`config.mk`:
```
export PLATFORM = sky130hd
export DESIGN_NAME = scw_watchdog
export DESIGN_NICKNAME = d
export VERILOG_FILES = /design/src/core/scw_pkg.sv /design/src/core/scw_tick.sv /design/src/core/scw_watchdog.sv
export SDC_FILE = /design/constraint.sdc
export NUM_CORES = 1
export LEC_CHECK = 0
export BUFFER_PORTS_ARGS = -buffer_cell sky130_fd_sc_hd__buf_2
export CORE_MARGIN = 10
export CORE_UTILIZATION = 27
export CTS_BUF_LIST = sky130_fd_sc_hd__clkbuf_4
export DETAILED_ROUTE_END_ITERATION = 10
export PLACE_DENSITY = 0.52
export SYNTH_ARGS = -nofsm -noshare
export SYNTH_HDL_FRONTEND = slang
export SYNTH_SLANG_ARGS = --single-unit
```
`constraint.sdc`:
```
create_clock -name i_clock -period 3.6 [get_ports i_clock]
set_clock_uncertainty 0.15 [all_clocks]
set_input_delay 0.18 -clock i_clock [delete_from_list [all_inputs] [get_ports i_clock]]
set_output_delay 0.18 -clock i_clock [all_outputs]
set_load 0.02 [all_outputs]
```
`src/core/scw_pkg.sv`:
```
/*
 * Constants, register map and carrier types of the signed countdown watchdog.
 * Assumes a 125 MHz system clock and an Avalon-MM master that reaches the
 * registers with 32-bit data at word-aligned byte addresses.
 */
// Overview of operation
// - Count lives in an 8-bit down counter plus sign bit, minus one per 10.24 ms.
// - Reset loads the guard count with 255, about 2.6 s to the NMI at zero and 2.8 s to timeout.
// - Below zero bit 8 is set and counting goes on: 1, 0, 1FF ... 1F0.
// - With fault action select at 0, reaching zero raises the non-maskable interrupt.
// - With fault action select at 0, a count at or below -16 requests reset.
// - With fault action select at 1, a count at or below zero requests reset.
// - Timeout reset is a system reset restoring 255; it drives no other reset.
// - Debug halt status freezes the counter; software cannot override it.
// - Guard hold bit set freezes counting when select is 0; freeze clear resumes.
// - Fault action select is set by software only, cleared only by system reset.

package scw_pkg;

	// Timing
	localparam int unsigned CLOCK_PERIOD_PS = 8000;
	localparam int unsigned TICK_PERIOD_US  = 10240;
	localparam int unsigned TICK_CYCLES     = (TICK_PERIOD_US * 1000) / (CLOCK_PERIOD_PS / 1000);
	localparam int unsigned TICK_CNT_W      = 21;

	// Bus
	localparam int unsigned ADDR_W = 5;
	localparam int unsigned DATA_W = 32;

	// Register byte offsets
	localparam logic [4:0] OFS_GUARD_COUNT = 5'h00;
	localparam logic [4:0] OFS_CONTROL     = 5'h04;
	localparam logic [4:0] OFS_FREEZE_SET  = 5'h08;
	localparam logic [4:0] OFS_FREEZE_CLR  = 5'h0C;
	localparam logic [4:0] OFS_IRQ_STATUS  = 5'h10;
	localparam logic [4:0] OFS_IRQ_MASK    = 5'h14;
	localparam logic [4:0] OFS_STATUS      = 5'h18;

	// Guard count fields
	localparam int unsigned COUNT_W    = 9;
	localparam int unsigned SIGN_BIT   = 8;
	localparam int unsigned GUARD_LSB  = 9;
	localparam int unsigned GUARD_MSB  = 15;
	localparam logic [8:0]  COUNT_RESET = 9'h0FF;
	localparam logic [8:0]  COUNT_ZERO  = 9'h000;
	localparam logic [7:0]  NEG_LIMIT_LOW = 8'hF0;

	// Single-bit field positions
	localparam int unsigned CTRL_FAULT_SEL_BIT = 0;
	localparam int unsigned FRZ_HOLD_BIT       = 0;
	localparam int unsigned ST_HOLD_BIT        = 0;
	localparam int unsigned ST_DEBUG_BIT       = 1;
	localparam int unsigned ST_NEG_BIT         = 2;

	// Interrupt layout, shared by status and mask
	localparam int unsigned EVT_W         = 2;
	localparam logic [1:0]  EVT_RESET_VAL = 2'h0;

	typedef struct packed {
		logic timeout;
		logic nmi;
	} scw_evt_t;

	typedef struct packed {
		logic              read;
		logic              write;
		logic [ADDR_W-1:0] address;
		logic [3:0]        byteenable;
		logic [DATA_W-1:0] writedata;
	} scw_bus_req_t;

	typedef enum logic [0:0] {
		SCW_BUS_WAIT = 1'b0,
		SCW_BUS_ACK  = 1'b1
	} scw_bus_state_t;

endpackage : scw_pkg

```
`src/core/scw_tick.sv`:
```
/*
 * Tick divider: one-cycle pulse every CYCLES clocks.
 * Assumes a free-running clock and a synchronous active-high reset.
 */
`timescale 1ns/1ps

module scw_tick #(
	parameter int unsigned CYCLES = scw_pkg::TICK_CYCLES
) (
	input  wire logic i_clock,
	input  wire logic i_reset,
	output logic      o_tick_q
);

	localparam logic [scw_pkg::TICK_CNT_W-1:0] LAST =
		scw_pkg::TICK_CNT_W'(CYCLES - 1);

	logic [scw_pkg::TICK_CNT_W-1:0] cnt_q;

	always_ff @(posedge i_clock) begin
		if (i_reset) begin
			cnt_q <= '0;
		end else if (cnt_q == LAST) begin
			cnt_q <= '0;
		end else begin
			cnt_q <= cnt_q + 1'b1;
		end
	end

	always_ff @(posedge i_clock) begin
		if (i_reset) begin
			o_tick_q <= 1'b0;
		end else begin
			o_tick_q <= (cnt_q == LAST);
		end
	end

endmodule : scw_tick

```
`src/core/scw_watchdog.sv`:
```
/*
 * Signed countdown watchdog with Avalon-MM register slave.
 * Holds the 9-bit signed guard count, the fault action select, the software
 * hold, and a sticky interrupt status with mask.
 * Assumes i_reset is the system reset (it returns after a timeout request),
 * i_debug_halt is synchronous to i_clock, and the master obeys waitrequest.
 */
`timescale 1ns/1ps

module scw_watchdog #(
	parameter int unsigned TICK_CYCLES = scw_pkg::TICK_CYCLES
) (
	input  wire logic                       i_clock,
	input  wire logic                       i_reset,
	input  wire logic [scw_pkg::ADDR_W-1:0] i_avs_address,
	input  wire logic                       i_avs_read,
	input  wire logic                       i_avs_write,
	input  wire logic [3:0]                 i_avs_byteenable,
	input  wire logic [scw_pkg::DATA_W-1:0] i_avs_writedata,
	output logic      [scw_pkg::DATA_W-1:0] o_avs_readdata,
	output logic                            o_avs_waitrequest,
	input  wire logic                       i_debug_halt,
	output logic                            o_nmi,
	output logic                            o_timeout_system_reset,
	output logic                            o_irq
);

	scw_pkg::scw_bus_req_t   req;
	scw_pkg::scw_bus_state_t bus_q;

	logic [scw_pkg::COUNT_W-1:0] count_q;
	logic [scw_pkg::COUNT_W-1:0] count_dec;
	logic                        fault_sel_q;
	logic                        hold_q;
	logic                        tick;
	logic                        frozen;
	logic                        step;
	logic                        hit_zero;
	logic                        neg_limit;
	logic                        le_zero;
	logic                        timeout;
	logic                        nmi_evt;

	scw_pkg::scw_evt_t status_q;
	scw_pkg::scw_evt_t mask_q;
	scw_pkg::scw_evt_t events;
	scw_pkg::scw_evt_t w1c;

	logic                        wr_acc;
	logic                        rd_acc;
	logic                        wr_lane0;
	logic                        wr_count;
	logic                        guard_clean;
	logic [scw_pkg::DATA_W-1:0]  rd_mux;

	// Bundle the bus request so decode reads one carrier
	assign req.read       = i_avs_read;
	assign req.write      = i_avs_write;
	assign req.address    = i_avs_address;
	assign req.byteenable = i_avs_byteenable;
	assign req.writedata  = i_avs_writedata;

	// 10.24 ms time base
	scw_tick #(
		.CYCLES (TICK_CYCLES)
	) u_tick (
		.i_clock  (i_clock),
		.i_reset  (i_reset),
		.o_tick_q (tick)
	);

	// Bus handshake: every access waits exactly one cycle, then completes.
	// The fixed wait gives read data a full cycle from the address decode.
	always_ff @(posedge i_clock) begin
		if (i_reset) begin
			bus_q <= scw_pkg::SCW_BUS_WAIT;
		end else begin
			unique case (bus_q)
				scw_pkg::SCW_BUS_WAIT: begin
					if (req.read || req.write) begin
						bus_q <= scw_pkg::SCW_BUS_ACK;
					end
				end
				scw_pkg::SCW_BUS_ACK: begin
					bus_q <= scw_pkg::SCW_BUS_WAIT;
				end
			endcase
		end
	end

	always_ff @(posedge i_clock) begin
		if (i_reset) begin
			o_avs_waitrequest <= 1'b1;
		end else begin
			o_avs_waitrequest <= !((bus_q == scw_pkg::SCW_BUS_WAIT) &&
				(req.read || req.write));
		end
	end

	// Writes act in the ACK cycle, where waitrequest is low; reads are captured in the WAIT cycle before it
	assign wr_acc   = (bus_q == scw_pkg::SCW_BUS_ACK) && req.write;
	assign rd_acc   = (bus_q == scw_pkg::SCW_BUS_WAIT) && req.read;
	assign wr_lane0 = wr_acc && req.byteenable[0];

	// Count write needs both low lanes so the guard field is always seen
	assign guard_clean =
		(req.writedata[scw_pkg::GUARD_MSB:scw_pkg::GUARD_LSB] == '0);
	assign wr_count = wr_acc && (req.address == scw_pkg::OFS_GUARD_COUNT) &&
		(req.byteenable[1:0] == 2'h3) && guard_clean;

	// Freeze sources: debug halt cannot be masked by software
	assign frozen = i_debug_halt || (hold_q && !fault_sel_q);
	assign step   = tick && !frozen;

	// Nine-bit wrap turns 000 into 1FF, setting the sign bit
	assign count_dec = count_q - 1'b1;

	// Zero reached by counting down, not by a software load
	// A reload in the same cycle wins over the tick, so no zero is reached then
	assign hit_zero = step && !wr_count && (count_dec == scw_pkg::COUNT_ZERO);

	// Signed compares on the stored count
	assign neg_limit = count_q[scw_pkg::SIGN_BIT] &&
		(count_q[7:0] <= scw_pkg::NEG_LIMIT_LOW);
	assign le_zero = count_q[scw_pkg::SIGN_BIT] ||
		(count_q == scw_pkg::COUNT_ZERO);

	assign timeout = fault_sel_q ? le_zero : neg_limit;
	assign nmi_evt = hit_zero && !fault_sel_q && !timeout;

	// Guard count. A timeout acts as a system reset of this block, so the
	// count returns to its reset value at once instead of waiting for
	// i_reset to come back round.
	always_ff @(posedge i_clock) begin
		if (i_reset) begin
			count_q <= scw_pkg::COUNT_RESET;
		end else if (timeout) begin
			count_q <= scw_pkg::COUNT_RESET;
		end else if (wr_count) begin
			// A software reload beats a tick in the same cycle
			count_q <= req.writedata[scw_pkg::COUNT_W-1:0];
		end else if (step) begin
			count_q <= count_dec;
		end
	end

	// Fault action select: set-only from software
	always_ff @(posedge i_clock) begin
		if (i_reset) begin
			fault_sel_q <= 1'b0;
		end else if (timeout) begin
			fault_sel_q <= 1'b0;
		end else if (wr_lane0 && (req.address == scw_pkg::OFS_CONTROL) &&
			req.writedata[scw_pkg::CTRL_FAULT_SEL_BIT]) begin
			fault_sel_q <= 1'b1;
		end
	end

	// Software hold, set and cleared through separate registers
	always_ff @(posedge i_clock) begin
		if (i_reset || timeout) begin
			hold_q <= 1'b0;
		end else if (wr_lane0 && (req.address == scw_pkg::OFS_FREEZE_SET) &&
			req.writedata[scw_pkg::FRZ_HOLD_BIT]) begin
			hold_q <= 1'b1;
		end else if (wr_lane0 && (req.address == scw_pkg::OFS_FREEZE_CLR) &&
			req.writedata[scw_pkg::FRZ_HOLD_BIT]) begin
			hold_q <= 1'b0;
		end
	end

	// Non-maskable interrupt: one-cycle pulse as the count lands on zero
	always_ff @(posedge i_clock) begin
		if (i_reset) begin
			o_nmi <= 1'b0;
		end else begin
			o_nmi <= nmi_evt;
		end
	end

	// Timeout request: one-cycle pulse; only the system reset is driven
	always_ff @(posedge i_clock) begin
		if (i_reset) begin
			o_timeout_system_reset <= 1'b0;
		end else begin
			o_timeout_system_reset <= timeout;
		end
	end

	// Sticky events, set wins over a write-one-to-clear in the same cycle.
	// Status survives the internal timeout so software can read the cause
	// if the system reset does not reach this block.
	assign events.nmi     = nmi_evt;
	assign events.timeout = timeout;
	assign w1c = (wr_lane0 && (req.address == scw_pkg::OFS_IRQ_STATUS)) ?
		scw_pkg::scw_evt_t'(req.writedata[scw_pkg::EVT_W-1:0]) :
		scw_pkg::scw_evt_t'(scw_pkg::EVT_RESET_VAL);

	always_ff @(posedge i_clock) begin
		if (i_reset) begin
			status_q <= scw_pkg::scw_evt_t'(scw_pkg::EVT_RESET_VAL);
		end else begin
			status_q <= (status_q & ~w1c) | events;
		end
	end

	always_ff @(posedge i_clock) begin
		if (i_reset) begin
			mask_q <= scw_pkg::scw_evt_t'(scw_pkg::EVT_RESET_VAL);
		end else if (wr_lane0 && (req.address == scw_pkg::OFS_IRQ_MASK)) begin
			mask_q <= scw_pkg::scw_evt_t'(req.writedata[scw_pkg::EVT_W-1:0]);
		end
	end

	// Level interrupt, one cycle behind the status it reflects
	always_ff @(posedge i_clock) begin
		if (i_reset) begin
			o_irq <= 1'b0;
		end else begin
			o_irq <= |(status_q & mask_q);
		end
	end

	// Read mux; unmapped or misaligned addresses read zero
	always_comb begin
		rd_mux = '0;
		unique case (req.address)
			scw_pkg::OFS_GUARD_COUNT: begin
				rd_mux[scw_pkg::COUNT_W-1:0] = count_q;
			end
			scw_pkg::OFS_CONTROL: begin
				rd_mux[scw_pkg::CTRL_FAULT_SEL_BIT] = fault_sel_q;
			end
			scw_pkg::OFS_FREEZE_SET: begin
				rd_mux[scw_pkg::FRZ_HOLD_BIT] = hold_q;
			end
			scw_pkg::OFS_FREEZE_CLR: begin
				rd_mux[scw_pkg::FRZ_HOLD_BIT] = hold_q;
			end
			scw_pkg::OFS_IRQ_STATUS: begin
				rd_mux[scw_pkg::EVT_W-1:0] = status_q;
			end
			scw_pkg::OFS_IRQ_MASK: begin
				rd_mux[scw_pkg::EVT_W-1:0] = mask_q;
			end
			scw_pkg::OFS_STATUS: begin
				rd_mux[scw_pkg::ST_HOLD_BIT]  = frozen;
				rd_mux[scw_pkg::ST_DEBUG_BIT] = i_debug_halt;
				rd_mux[scw_pkg::ST_NEG_BIT]   = count_q[scw_pkg::SIGN_BIT];
			end
			default: begin
				rd_mux = '0;
			end
		endcase
	end

	// Read data captured as waitrequest drops; reads have no side effect
	always_ff @(posedge i_clock) begin
		if (i_reset) begin
			o_avs_readdata <= '0;
		end else if (rd_acc) begin
			o_avs_readdata <= rd_mux;
		end
	end

endmodule : scw_watchdog

```
Word level (Yosys, flattened, before mapping)
Index checks and enable logic that the tools add are counted.
{ "op_classes": {"mux": 12, "bitwise_logic": 5, "n_lt_le_gt_ge": 1, "reduce_logical": 41, "eq_ne": 8, "addsub": 2} }
{ "ops": {"columns": ["op", "n"], "rows": [
  ["logical AND 1 bit", 22],
  ["adder 21 x 1 -> 21 bit (second input constant)", 1],
  ["equality test 21 bit (second input constant)", 1],
  ["logical NOT 9 bit", 2],
  ["two-way mux 9 bit", 2],
  ["equality test 5 bit (second input constant)", 3],
  ["equality test 5 x 4 -> 1 bit (second input constant)", 2],
  ["subtractor 9 x 1 -> 9 bit (second input constant)", 1],
  ["less-or-equal comparator 8 bit (second input constant)", 1],
  ["OR reduction 2 bit", 4],
  ["logical NOT 7 bit", 1],
  ["two-way mux 6 bit", 1],
  ["one-hot mux 1 bit (6 select lines)", 1],
  ["equality test 5 x 3 -> 1 bit (second input constant)", 1],
  ["logical NOT 1 bit", 5],
  ["logical NOT 5 bit", 1],
  ["AND 2 bit", 2],
  ["logical OR 1 bit", 4],
  ["two-way mux 1 bit", 4],
  ["one-hot mux 1 bit (2 select lines)", 2],
  ["one-hot mux 1 bit (4 select lines)", 1],
  ["nonzero test 2 bit", 2],
  ["equality test 2 bit (second input constant)", 1],
  ["two-way mux 2 bit", 1],
  ["3 further kinds", 3]
]} }
{ "word_totals": {"wordCells": 84, "output_inout_bits": 36, "reg_bits": 51, "input_bits": 46} }

Longest topological paths before layout
Gate-level depths: netlist of the first run.
{ "depth": {"depth_word": 10, "mapped_depth": 7, "mapped_depth_nobuf": 7} }

Modules after synthesis
From an unflattened synthesis of the first run, not the netlist that was laid out.
{ "hier_totals": {"cells_unflattened": 337, "hier_area_um2": 2777.7} }
{ "by_module_without_submodules": {"columns": ["module", "area_each_um2", "cells_each", "seq_area_each_um2", "n_inst"], "rows": [
  ["scw_watchdog", 1796.7, 226, 580.6, 1],
  ["scw_tick", 980.9, 111, 440.4, 1]
]} }

Worst setup path after synthesis of the first run
Ideal clock, no wire load.
{ "synth_path": {"path_kind": "reg2reg", "from": "register count_q[0] (netlist bit)", "to": "register status_q[0] (netlist bit)", "setup_ns": 0.096, "arrival_time_ns": 1.815, "t_required_ns": 3.354, "path_stages_with_launch": 8, "setup_slack_ns": 1.540, "synth_period_minus_slack_ns": 2.060, "path_buffers": 0, "path_cell_list": "dfxtp_1 > inv_1 > ha_1 > nor3b_2 > o31a_1 > nor2_4 > o31ai_1 > o41ai_2"} }
{ "synth_via": {"elab_chain_len": 6, "elab_cells_between_ends": 12, "cone_classes": "1 x add/sub; 1 x order compare; 1 x mux; 1 x bitwise; 8 x reduce/logical"} }
{ "synth_lines": {"columns": ["element", "line_no", "source"], "rows": [
  ["start, declared", "scw_watchdog.sv:31", "logic [scw_pkg::COUNT_W-1:0] count_q;"],
  ["start signal, assigned", "scw_watchdog.sv:136", "count_q <= scw_pkg::COUNT_RESET;"],
  ["start signal, assigned", "scw_watchdog.sv:138", "count_q <= scw_pkg::COUNT_RESET;"],
  ["start signal, assigned", "scw_watchdog.sv:141", "count_q <= req.writedata[scw_pkg::COUNT_W-1:0];"],
  ["subtractor 9 x 1 -> 9 bit (tied with other cells)", "scw_watchdog.sv:116", "assign count_dec = count_q - 1'b1;"],
  ["logical NOT 9 bit (tied with other cells)", "scw_watchdog.sv:120", "assign hit_zero = step && !wr_count && (count_dec == scw_pkg::COUNT_ZERO);"],
  ["logical AND 1 bit / two-way mux 1 bit (equally long branches)", "scw_watchdog.sv:120, scw_watchdog.sv:128", null],
  ["logical AND 1 bit / logical NOT 1 bit (equally long branches)", "scw_watchdog.sv:129", "assign nmi_evt = hit_zero && !fault_sel_q && !timeout;"],
  ["logical AND 1 bit *", "scw_watchdog.sv:129", null],
  ["OR 2 bit *", "scw_watchdog.sv:203", "status_q <= (status_q & ~w1c) | events;"],
  ["end signal, assigned", "scw_watchdog.sv:201", "status_q <= scw_pkg::scw_evt_t'(scw_pkg::EVT_RESET_VAL);"],
  ["end signal, assigned", "scw_watchdog.sv:203", null],
  ["end, declared", "scw_watchdog.sv:44", "scw_pkg::scw_evt_t status_q;"]
]} }
Mark *: on every way between the ends. The rest lies on a longest branch, timed or not.
A chain may end at the register's enable or synchronous reset.

Worst setup path in the final report of the first run
{ "layout_path": {"from": "register count_q[0] (netlist bit)", "to": "register o_nmi"} }
{ "layout_via": {"elab_chain_len": 5, "elab_cells_between_ends": 11, "cone_classes": "1 x add/sub; 1 x order compare; 1 x mux; 8 x reduce/logical"} }
{ "layout_lines": {"columns": ["element", "line_no", "source"], "rows": [
  ["subtractor 9 x 1 -> 9 bit (tied with other cells)", "scw_watchdog.sv:116", null],
  ["logical NOT 9 bit (tied with other cells)", "scw_watchdog.sv:120", null],
  ["logical AND 1 bit / two-way mux 1 bit (equally long branches)", "scw_watchdog.sv:120, scw_watchdog.sv:128", null],
  ["logical AND 1 bit / logical NOT 1 bit (equally long branches)", "scw_watchdog.sv:129", null],
  ["logical AND 1 bit *", "scw_watchdog.sv:129", null],
  ["end signal, assigned", "scw_watchdog.sv:177", "o_nmi <= nmi_evt;"],
  ["end, declared", "scw_watchdog.sv:23", "output logic o_nmi,"]
]} }
Marked as above.

==> results of run 1 <==
-- path summary, 6_finish.rpt --
| check | startpoint | endpoint | slack, ns | cells after the start |
|---|---|---|---|---|
| max | count_q[0] | o_nmi | 1.17 | 7 |
| min | i_avs_address[0] | o_avs_readdata[0] | 0.04 | 4 |
| max reg2reg | count_q[0] | o_nmi | 1.17 | 7 |
| min reg2reg | o_avs_readdata[8] | o_avs_readdata[8] | 0.31 | 2 |
-- state kept, by name, summed over array words and instances, names as in the netlist --
| signal | flops |
|---|---|
| hold_q | 1 |
| u_tick.o_tick_q | 1 |
| o_timeout_system_reset | 1 |
| o_irq | 1 |
| bus_q | 1 |
| status_q | 2 |
| fault_sel_q | 1 |
| o_avs_readdata | 9 |
| u_tick.cnt_q | 21 |
| mask_q | 2 |
| o_avs_waitrequest | 1 |
| o_nmi | 1 |
| count_q | 9 |
-- cell families after synthesis --
group / after synthesis / share of synthesized area [%]
simple gates: 146 / 28.9
fa+ha+maj: 3 / 1.40
xor+xnor: 28 / 9.15
buf+inv: 43 / 10.0
other cells: 1 / 0.140
mux: 3 / 1.17
flops: 51 / 38.1
compound gates: 42 / 11.1
-- Yosys cell counts (5+ instances only) --
| master | number | area (um2) |
|---|---|---|
| dfxtp_1 | 51 | 1020 |
| nor2_1 | 42 | 158 |
| nand3_1 | 24 | 120 |
| buf_4 | 23 | 173 |
| nand2_1 | 20 | 75.1 |
| xor2_1 | 17 | 149 |
| a21oi_1 | 13 | 65.1 |
| xnor2_1 | 11 | 96.3 |
| nor2_2 | 10 | 62.6 |
| inv_1 | 8 | 30.0 |
| nor3_1 | 8 | 40.0 |
| o21ai_1 | 8 | 40.0 |
| and3_1 | 7 | 43.8 |
| nand4_1 | 7 | 43.8 |
| buf_2 | 5 | 25.0 |
| nor4_1 | 5 | 31.3 |
-- per-layer routing --
layer | share of wire (%) | global-route usage (%) | vias up
met3 | 4.8 | 2.30 | 2
met2 | 47 | 14.9 | 53
li1 | - | - | 1144
met1 | 47 | 11.0 | 1079
met5 | 0 | 0 | -
met4 | 0.79 | 2.87 | 0
-- power breakdown --
part	internal [uW]	switching (uW)	total, uW
clock network	75.5	189	265
logic	32.9	63.4	96.3
registers	571	5.78	577
total	680	258	938
-- layout make-up --
cell class              instances  area, um2
flip-flops and latches         51       1020
repair buffers                 52        318
clock inverters                 3       20.0
multi-input cells             245       1470
fillers                      1072       6660
inverters                       8       30.0
clock buffers                   5       37.5
well taps                     133        166
-- worst max-delay path, cell delays in order (launching register included) --
cell	delay, ns
dfxtp_1	0.50
inv_1	0.07
ha_1	0.29
nor3b_2	0.22
o31a_1	0.36
nor2_4	0.26
o31ai_1	0.15
nor4_1	0.33
-- metrics by stage --
stage / instances / utilization (%) / hold slack (ns) / setup slack, ns
finish: 497 / 31.5 / 0.0422 / 1.17
global route: 497 / 31.5 / 0.0469 / 1.01
CTS: 497 / 31.5 / 0.0140 / 1.07
detailed placement: 478 / 29.8 / 0.274 / 1.10
global placement: 478 / 29.8 / 0.270 / 1.13
floorplan: 339 / - / 0.160 / 1.54
==> metrics, run 1 <==
global route overflow 0; largest net degree at the start of global routing 21; initial antenna violation count 0; placed inst area a little under 3000 um2; CP endpoint kind register; drc violations 0; power density cells 306 nW/um2; Slew headroom ~50%; die width 120 um; CTS tree done; NumNets Final 412; EDFF count, synth 0; Die Height 120 um; Final GP Congestion 0.789; DR pass1 iterations 4; minimum clock period ~2.4 ns; drt total wl between 6000 and 7000 um; vias per cell approximately 4.6; Cell Area, Synth 2680 um2; crit start category register; CTS HTree Levels 2; post-route cell area just over 3000 um2; Syn Inst Count 317; Synth Flop Type dfxtp_1; I/O pin cnt between 80 and 90; Yosys warning count 0; Power, Total 938 uW; PortBufs 40; Total GRT Usage 8.95%; Slew Limit Fails 0; Seq cells post-synth 51; final period utilization 67.4%; register area share after synthesis 38.1%; status finished clean; # clock sinks just over 50; final setup vio count 0; Worst Hold Class in2reg; Post-DRT Antenna Nets 0; worst vdd ir about 0.00012 V; drt initial violations 146; Required @ worst endpoint ~3.7 ns; Num CTS Buffers 5; initial core utilization 27.6%; # diodes 0; core box area 9730 um2; per-cell routed wire length between 10 and 15 um; Leakage 0.00125 uW; critical path type reg2reg; die area approximately 14000 um2; most frequent cells in the layout dfxtp_1, nor2_1, buf_2; Arr. time, crit path 2.55 ns; final setup TNS 0 ns; insertion delay to the later sink of the worst-skew pair 0.37 ns; commonest non-fill, non-tap cell in the layout dfxtp_1; via count 2278; max-cap violations 0; Clk Tree Root Cell clkbuf_4; crit-path max FO 10; Final HPWL DP ~5100 um; Least-Margin Pin Slew 0.748 ns; CTS clock-pin slew for the worst setup and hold paths 0.16 ns; Cell Rows 36; final hold vios 0; CTS-repair resized insts 0; total setup buffers inserted after CTS 0; fmax 412 MHz; P&R area growth vs syn 14.4%; Async SR Flop Fraction 0%; clk buf depth 2; global-route wire length before repair 10800 um; Distinct cells, synth between 50 and 60; cts hold-fix bufs 11; vias in the first global route 2265; share of layout cells above drive strength 1 around a fifth; RSZ-0062 raised after global routing no; Avg Cell Area, Syn 8.46 um2
Note: power is estimated with default switching activity, not from simulation.
==> run 2: changes to the inputs <==
--- a/config.mk
+++ b/config.mk
@@ -10,7 +10,7 @@
 export CORE_UTILIZATION = 27
 export CTS_BUF_LIST = sky130_fd_sc_hd__clkbuf_4
 export DETAILED_ROUTE_END_ITERATION = 10
-export PLACE_DENSITY = 0.52
+export PLACE_DENSITY = 0.54
 export SYNTH_ARGS = -nofsm -noshare
 export SYNTH_HDL_FRONTEND = slang
 export SYNTH_SLANG_ARGS = --single-unit
==> constraint.sdc (replaced) <==
create_clock -name i_clock -period 2.2 [get_ports i_clock]
set_clock_uncertainty 0.15 [all_clocks]
set_input_delay 0.11 -clock i_clock [delete_from_list [all_inputs] [get_ports i_clock]]
set_output_delay 0.11 -clock i_clock [all_outputs]
set_load 0.02 [all_outputs]
==> run 2 against run 1 <==
Effect of this change:
- first-iteration DRC count grew 36%
- critical path type unchanged
- utilization grew 1.1 points
- clock power grew 54%
- flip-flop and latch count is the same
==> metrics, run 2 (synthesis gave the netlist of run 1 again) <==
final period utilization 92.6% (+25 points); Cell Rows 36 (unchanged); Slew Limit Fails 0 (unchanged); critical path's slowest cell dfxtp_1; core box area 9730 um2 (unchanged); met1 usage 11.9% (+0.85 points); fmax 491 MHz (+19%); number of flip-flops under the largest register name 21 (unchanged); die width 120 um (unchanged); clk buf depth 2 (unchanged); Worst Hold Class in2reg; commonest non-fill, non-tap cell in the layout dfxtp_1; final setup vio count 0 (unchanged); Num CTS Buffers 5 (unchanged); CTS clock-pin slew for the worst setup and hold paths 0.15 ns (about the same); Arr. time, crit path 2.18 ns (-0.37 ns); Post-DRT Antenna Nets 0 (unchanged); r2r worst-path depth 7 (unchanged); global route overflow 0 (unchanged); reg-to-reg startpoint count_q[1]; critical path type reg2reg; hold_sp i_avs_address[1]; Place WS 0.182 ns (-0.921 ns); non-filler instance count after layout 510 (+2.6%); worst reg2reg setup slack 0.16 ns (-1.01 ns); I/O pin cnt 82 (unchanged); largest net degree at the start of global routing 21 (unchanged); max-cap violations 0 (unchanged); fin worst setup slack 0.162 ns (-1.01 ns); via count 2283 (+0.22%); crit-path max FO 5 (-5); # diodes 0 (unchanged); initial antenna violation count 0 (unchanged); Least-Margin Pin Slew 0.718 ns (-0.0295 ns); dpl cells 487 (+1.9%); CP endpoint kind register; Sw Ratio 26.8% (-0.68 points); largest register by flop count u_tick.cnt_q; vias per cell 4.48 (-2.3%); global-route wire length before repair 11300 um (+5.0%); sequential fraction of design power 62.2% (+0.7 points); switching pwr 408 uW (+58%); RSZ-0062 raised after global routing no; initial core utilization 27.6% (unchanged); Required @ worst endpoint 2.34 ns (-1.39 ns); insertion delay to the later sink of the worst-skew pair 0.37 ns (about the same); die area 14300 um2 (unchanged); power density cells 479 nW/um2 (+57%); Final HPWL DP 5150 um (+1.4%); minimum clock period 2.04 ns (-0.389 ns); Die Height 120 um (unchanged); GR Util met2 15.4% (+0.55 points); PortBufs 40 (unchanged); CTS tree done; share of layout cells above drive strength 1 20.4% (+1.5 points); vias in the first global route 2403 (+6.1%); Slew headroom 51.7% (+1.6 points); drt total wl 6480 um (-1.3%); drt initial violations 198 (+36%); Leakage 0.00132 uW (+5.5%); # fillers 1076 (+0.37%); Logic pwr share 11.0% (+0.7 points); final setup TNS 0 ns (unchanged); Total GRT Usage 9.30% (+0.35 points); per-cell routed wire length 12.7 um (-3.8%); worst vdd ir 0.000194 V (+64%); Worst R2R End status_q[0]; met3 Resource Use GR 2.11% (-0.19 points); NumNets Final 426 (+3.4%); DR pass1 iterations 4 (unchanged); Clk Tree Root Cell clkbuf_4; # clock sinks 51 (unchanged); clock share of power 26.8% (-1.4 points); drc violations 0 (unchanged); worst-path cell chain inv_1 -> ha_1 -> nor3b_2 -> o31a_1 -> nor2_4 -> o31ai_1 -> o41ai_2; crit start category register; Top Registers u_tick.cnt_q (21), count_q (9), o_avs_readdata (9); global routing's busiest layer met2; P&R area growth vs syn 18.3%; most frequent cells in the layout dfxtp_1, nor2_1, buf_2; Internal 1110 uW (+63%); CTS HTree Levels 2 (unchanged); status finished clean; Worst path max stage delay 0.44 ns (-0.06 ns); final hold vios 0 (unchanged); Hold Path End fault_sel_q; hold path cells 4 (unchanged); Final GP Congestion 0.819 (+3.9%)
## run 2: cell types whose count changed in the layout (fill, tap and decap cells not counted)
cell	before	now
buf_4	1	10
clkinvlp_4	1	0
clkinv_2	0	1
dlygate4sd3_1	11	16
clkinv_4	1	0
## run 2: cell type report
cell class	count	area, um2	share of cell area, %
multi-input cells	245	1470	46.5
flip-flops and latches	51	1020	32.2
repair buffers	66	435	13.7
well taps	133	166	5.24
clock buffers	5	37.5	1.18
inverters	8	30.0	0.946
clock inverters	2	8.76	0.276
## run 2: timing repair
item / 4_1_cts / 5_1_grt
gates resized for setup: 0 / 0
endpoints found under the setup margin: 0 / 0
hold endpoints to repair: 19 / 0
hold buffers: 16 / 0
setup buffers: 0 / 0
## run 2: worst max-delay path by stage
| stage | start | endpoint | slack [ns] | cells after the start |
|---|---|---|---|---|
| final | count_q[1] | status_q[0] | 0.16 | 7 |
| after global routing | count_q[1] | status_q[0] | 0.0009 | 8 |
| after CTS | count_q[1] | status_q[0] | 0.16 | 7 |
| after detailed placement | count_q[1] | status_q[0] | 0.18 | 7 |
| after global placement | count_q[1] | status_q[0] | 0.22 | 7 |
| after floorplan | count_q[0] | status_q[0] | 0.14 | 7 |
## run 2: critical path: cells and delay by family (launching register included)
family          cells  cell delay [ns]
simple gates        2             0.33
compound gates      3             0.77
buf+inv             1             0.09
fa+ha+maj           1             0.19
flops               1             0.44
## run 2: power groups by stage
stage                     clock (uW)  sequential (uW)  combinational (uW)
after global placement             0              965                 142
after detailed placement           0              965                 145
final                            407              945                 168
after CTS                        428              946                 168
after global routing             453              948                 188
after floorplan                    0              968                 122
## run 2: through the flow
step	hold WS, ns	total power [uW]	utilization [%]	cell area (um2)
floorplan	0.0901	1090	-	2760
global placement	0.199	1110	30.5	2970
detailed placement	0.205	1110	30.5	2970
CTS	0.0172	1540	32.6	3170
global route	0.0776	1590	32.6	3170
finish	0.0307	1520	32.6	3170
## run 2: layer usage
layer / wire [um] / up-vias
li1: - / 1169
met1: 3100 / 1049
met2: 3000 / 58
met3: 321 / 7
met4: 55 / 0
met5: 0 / -
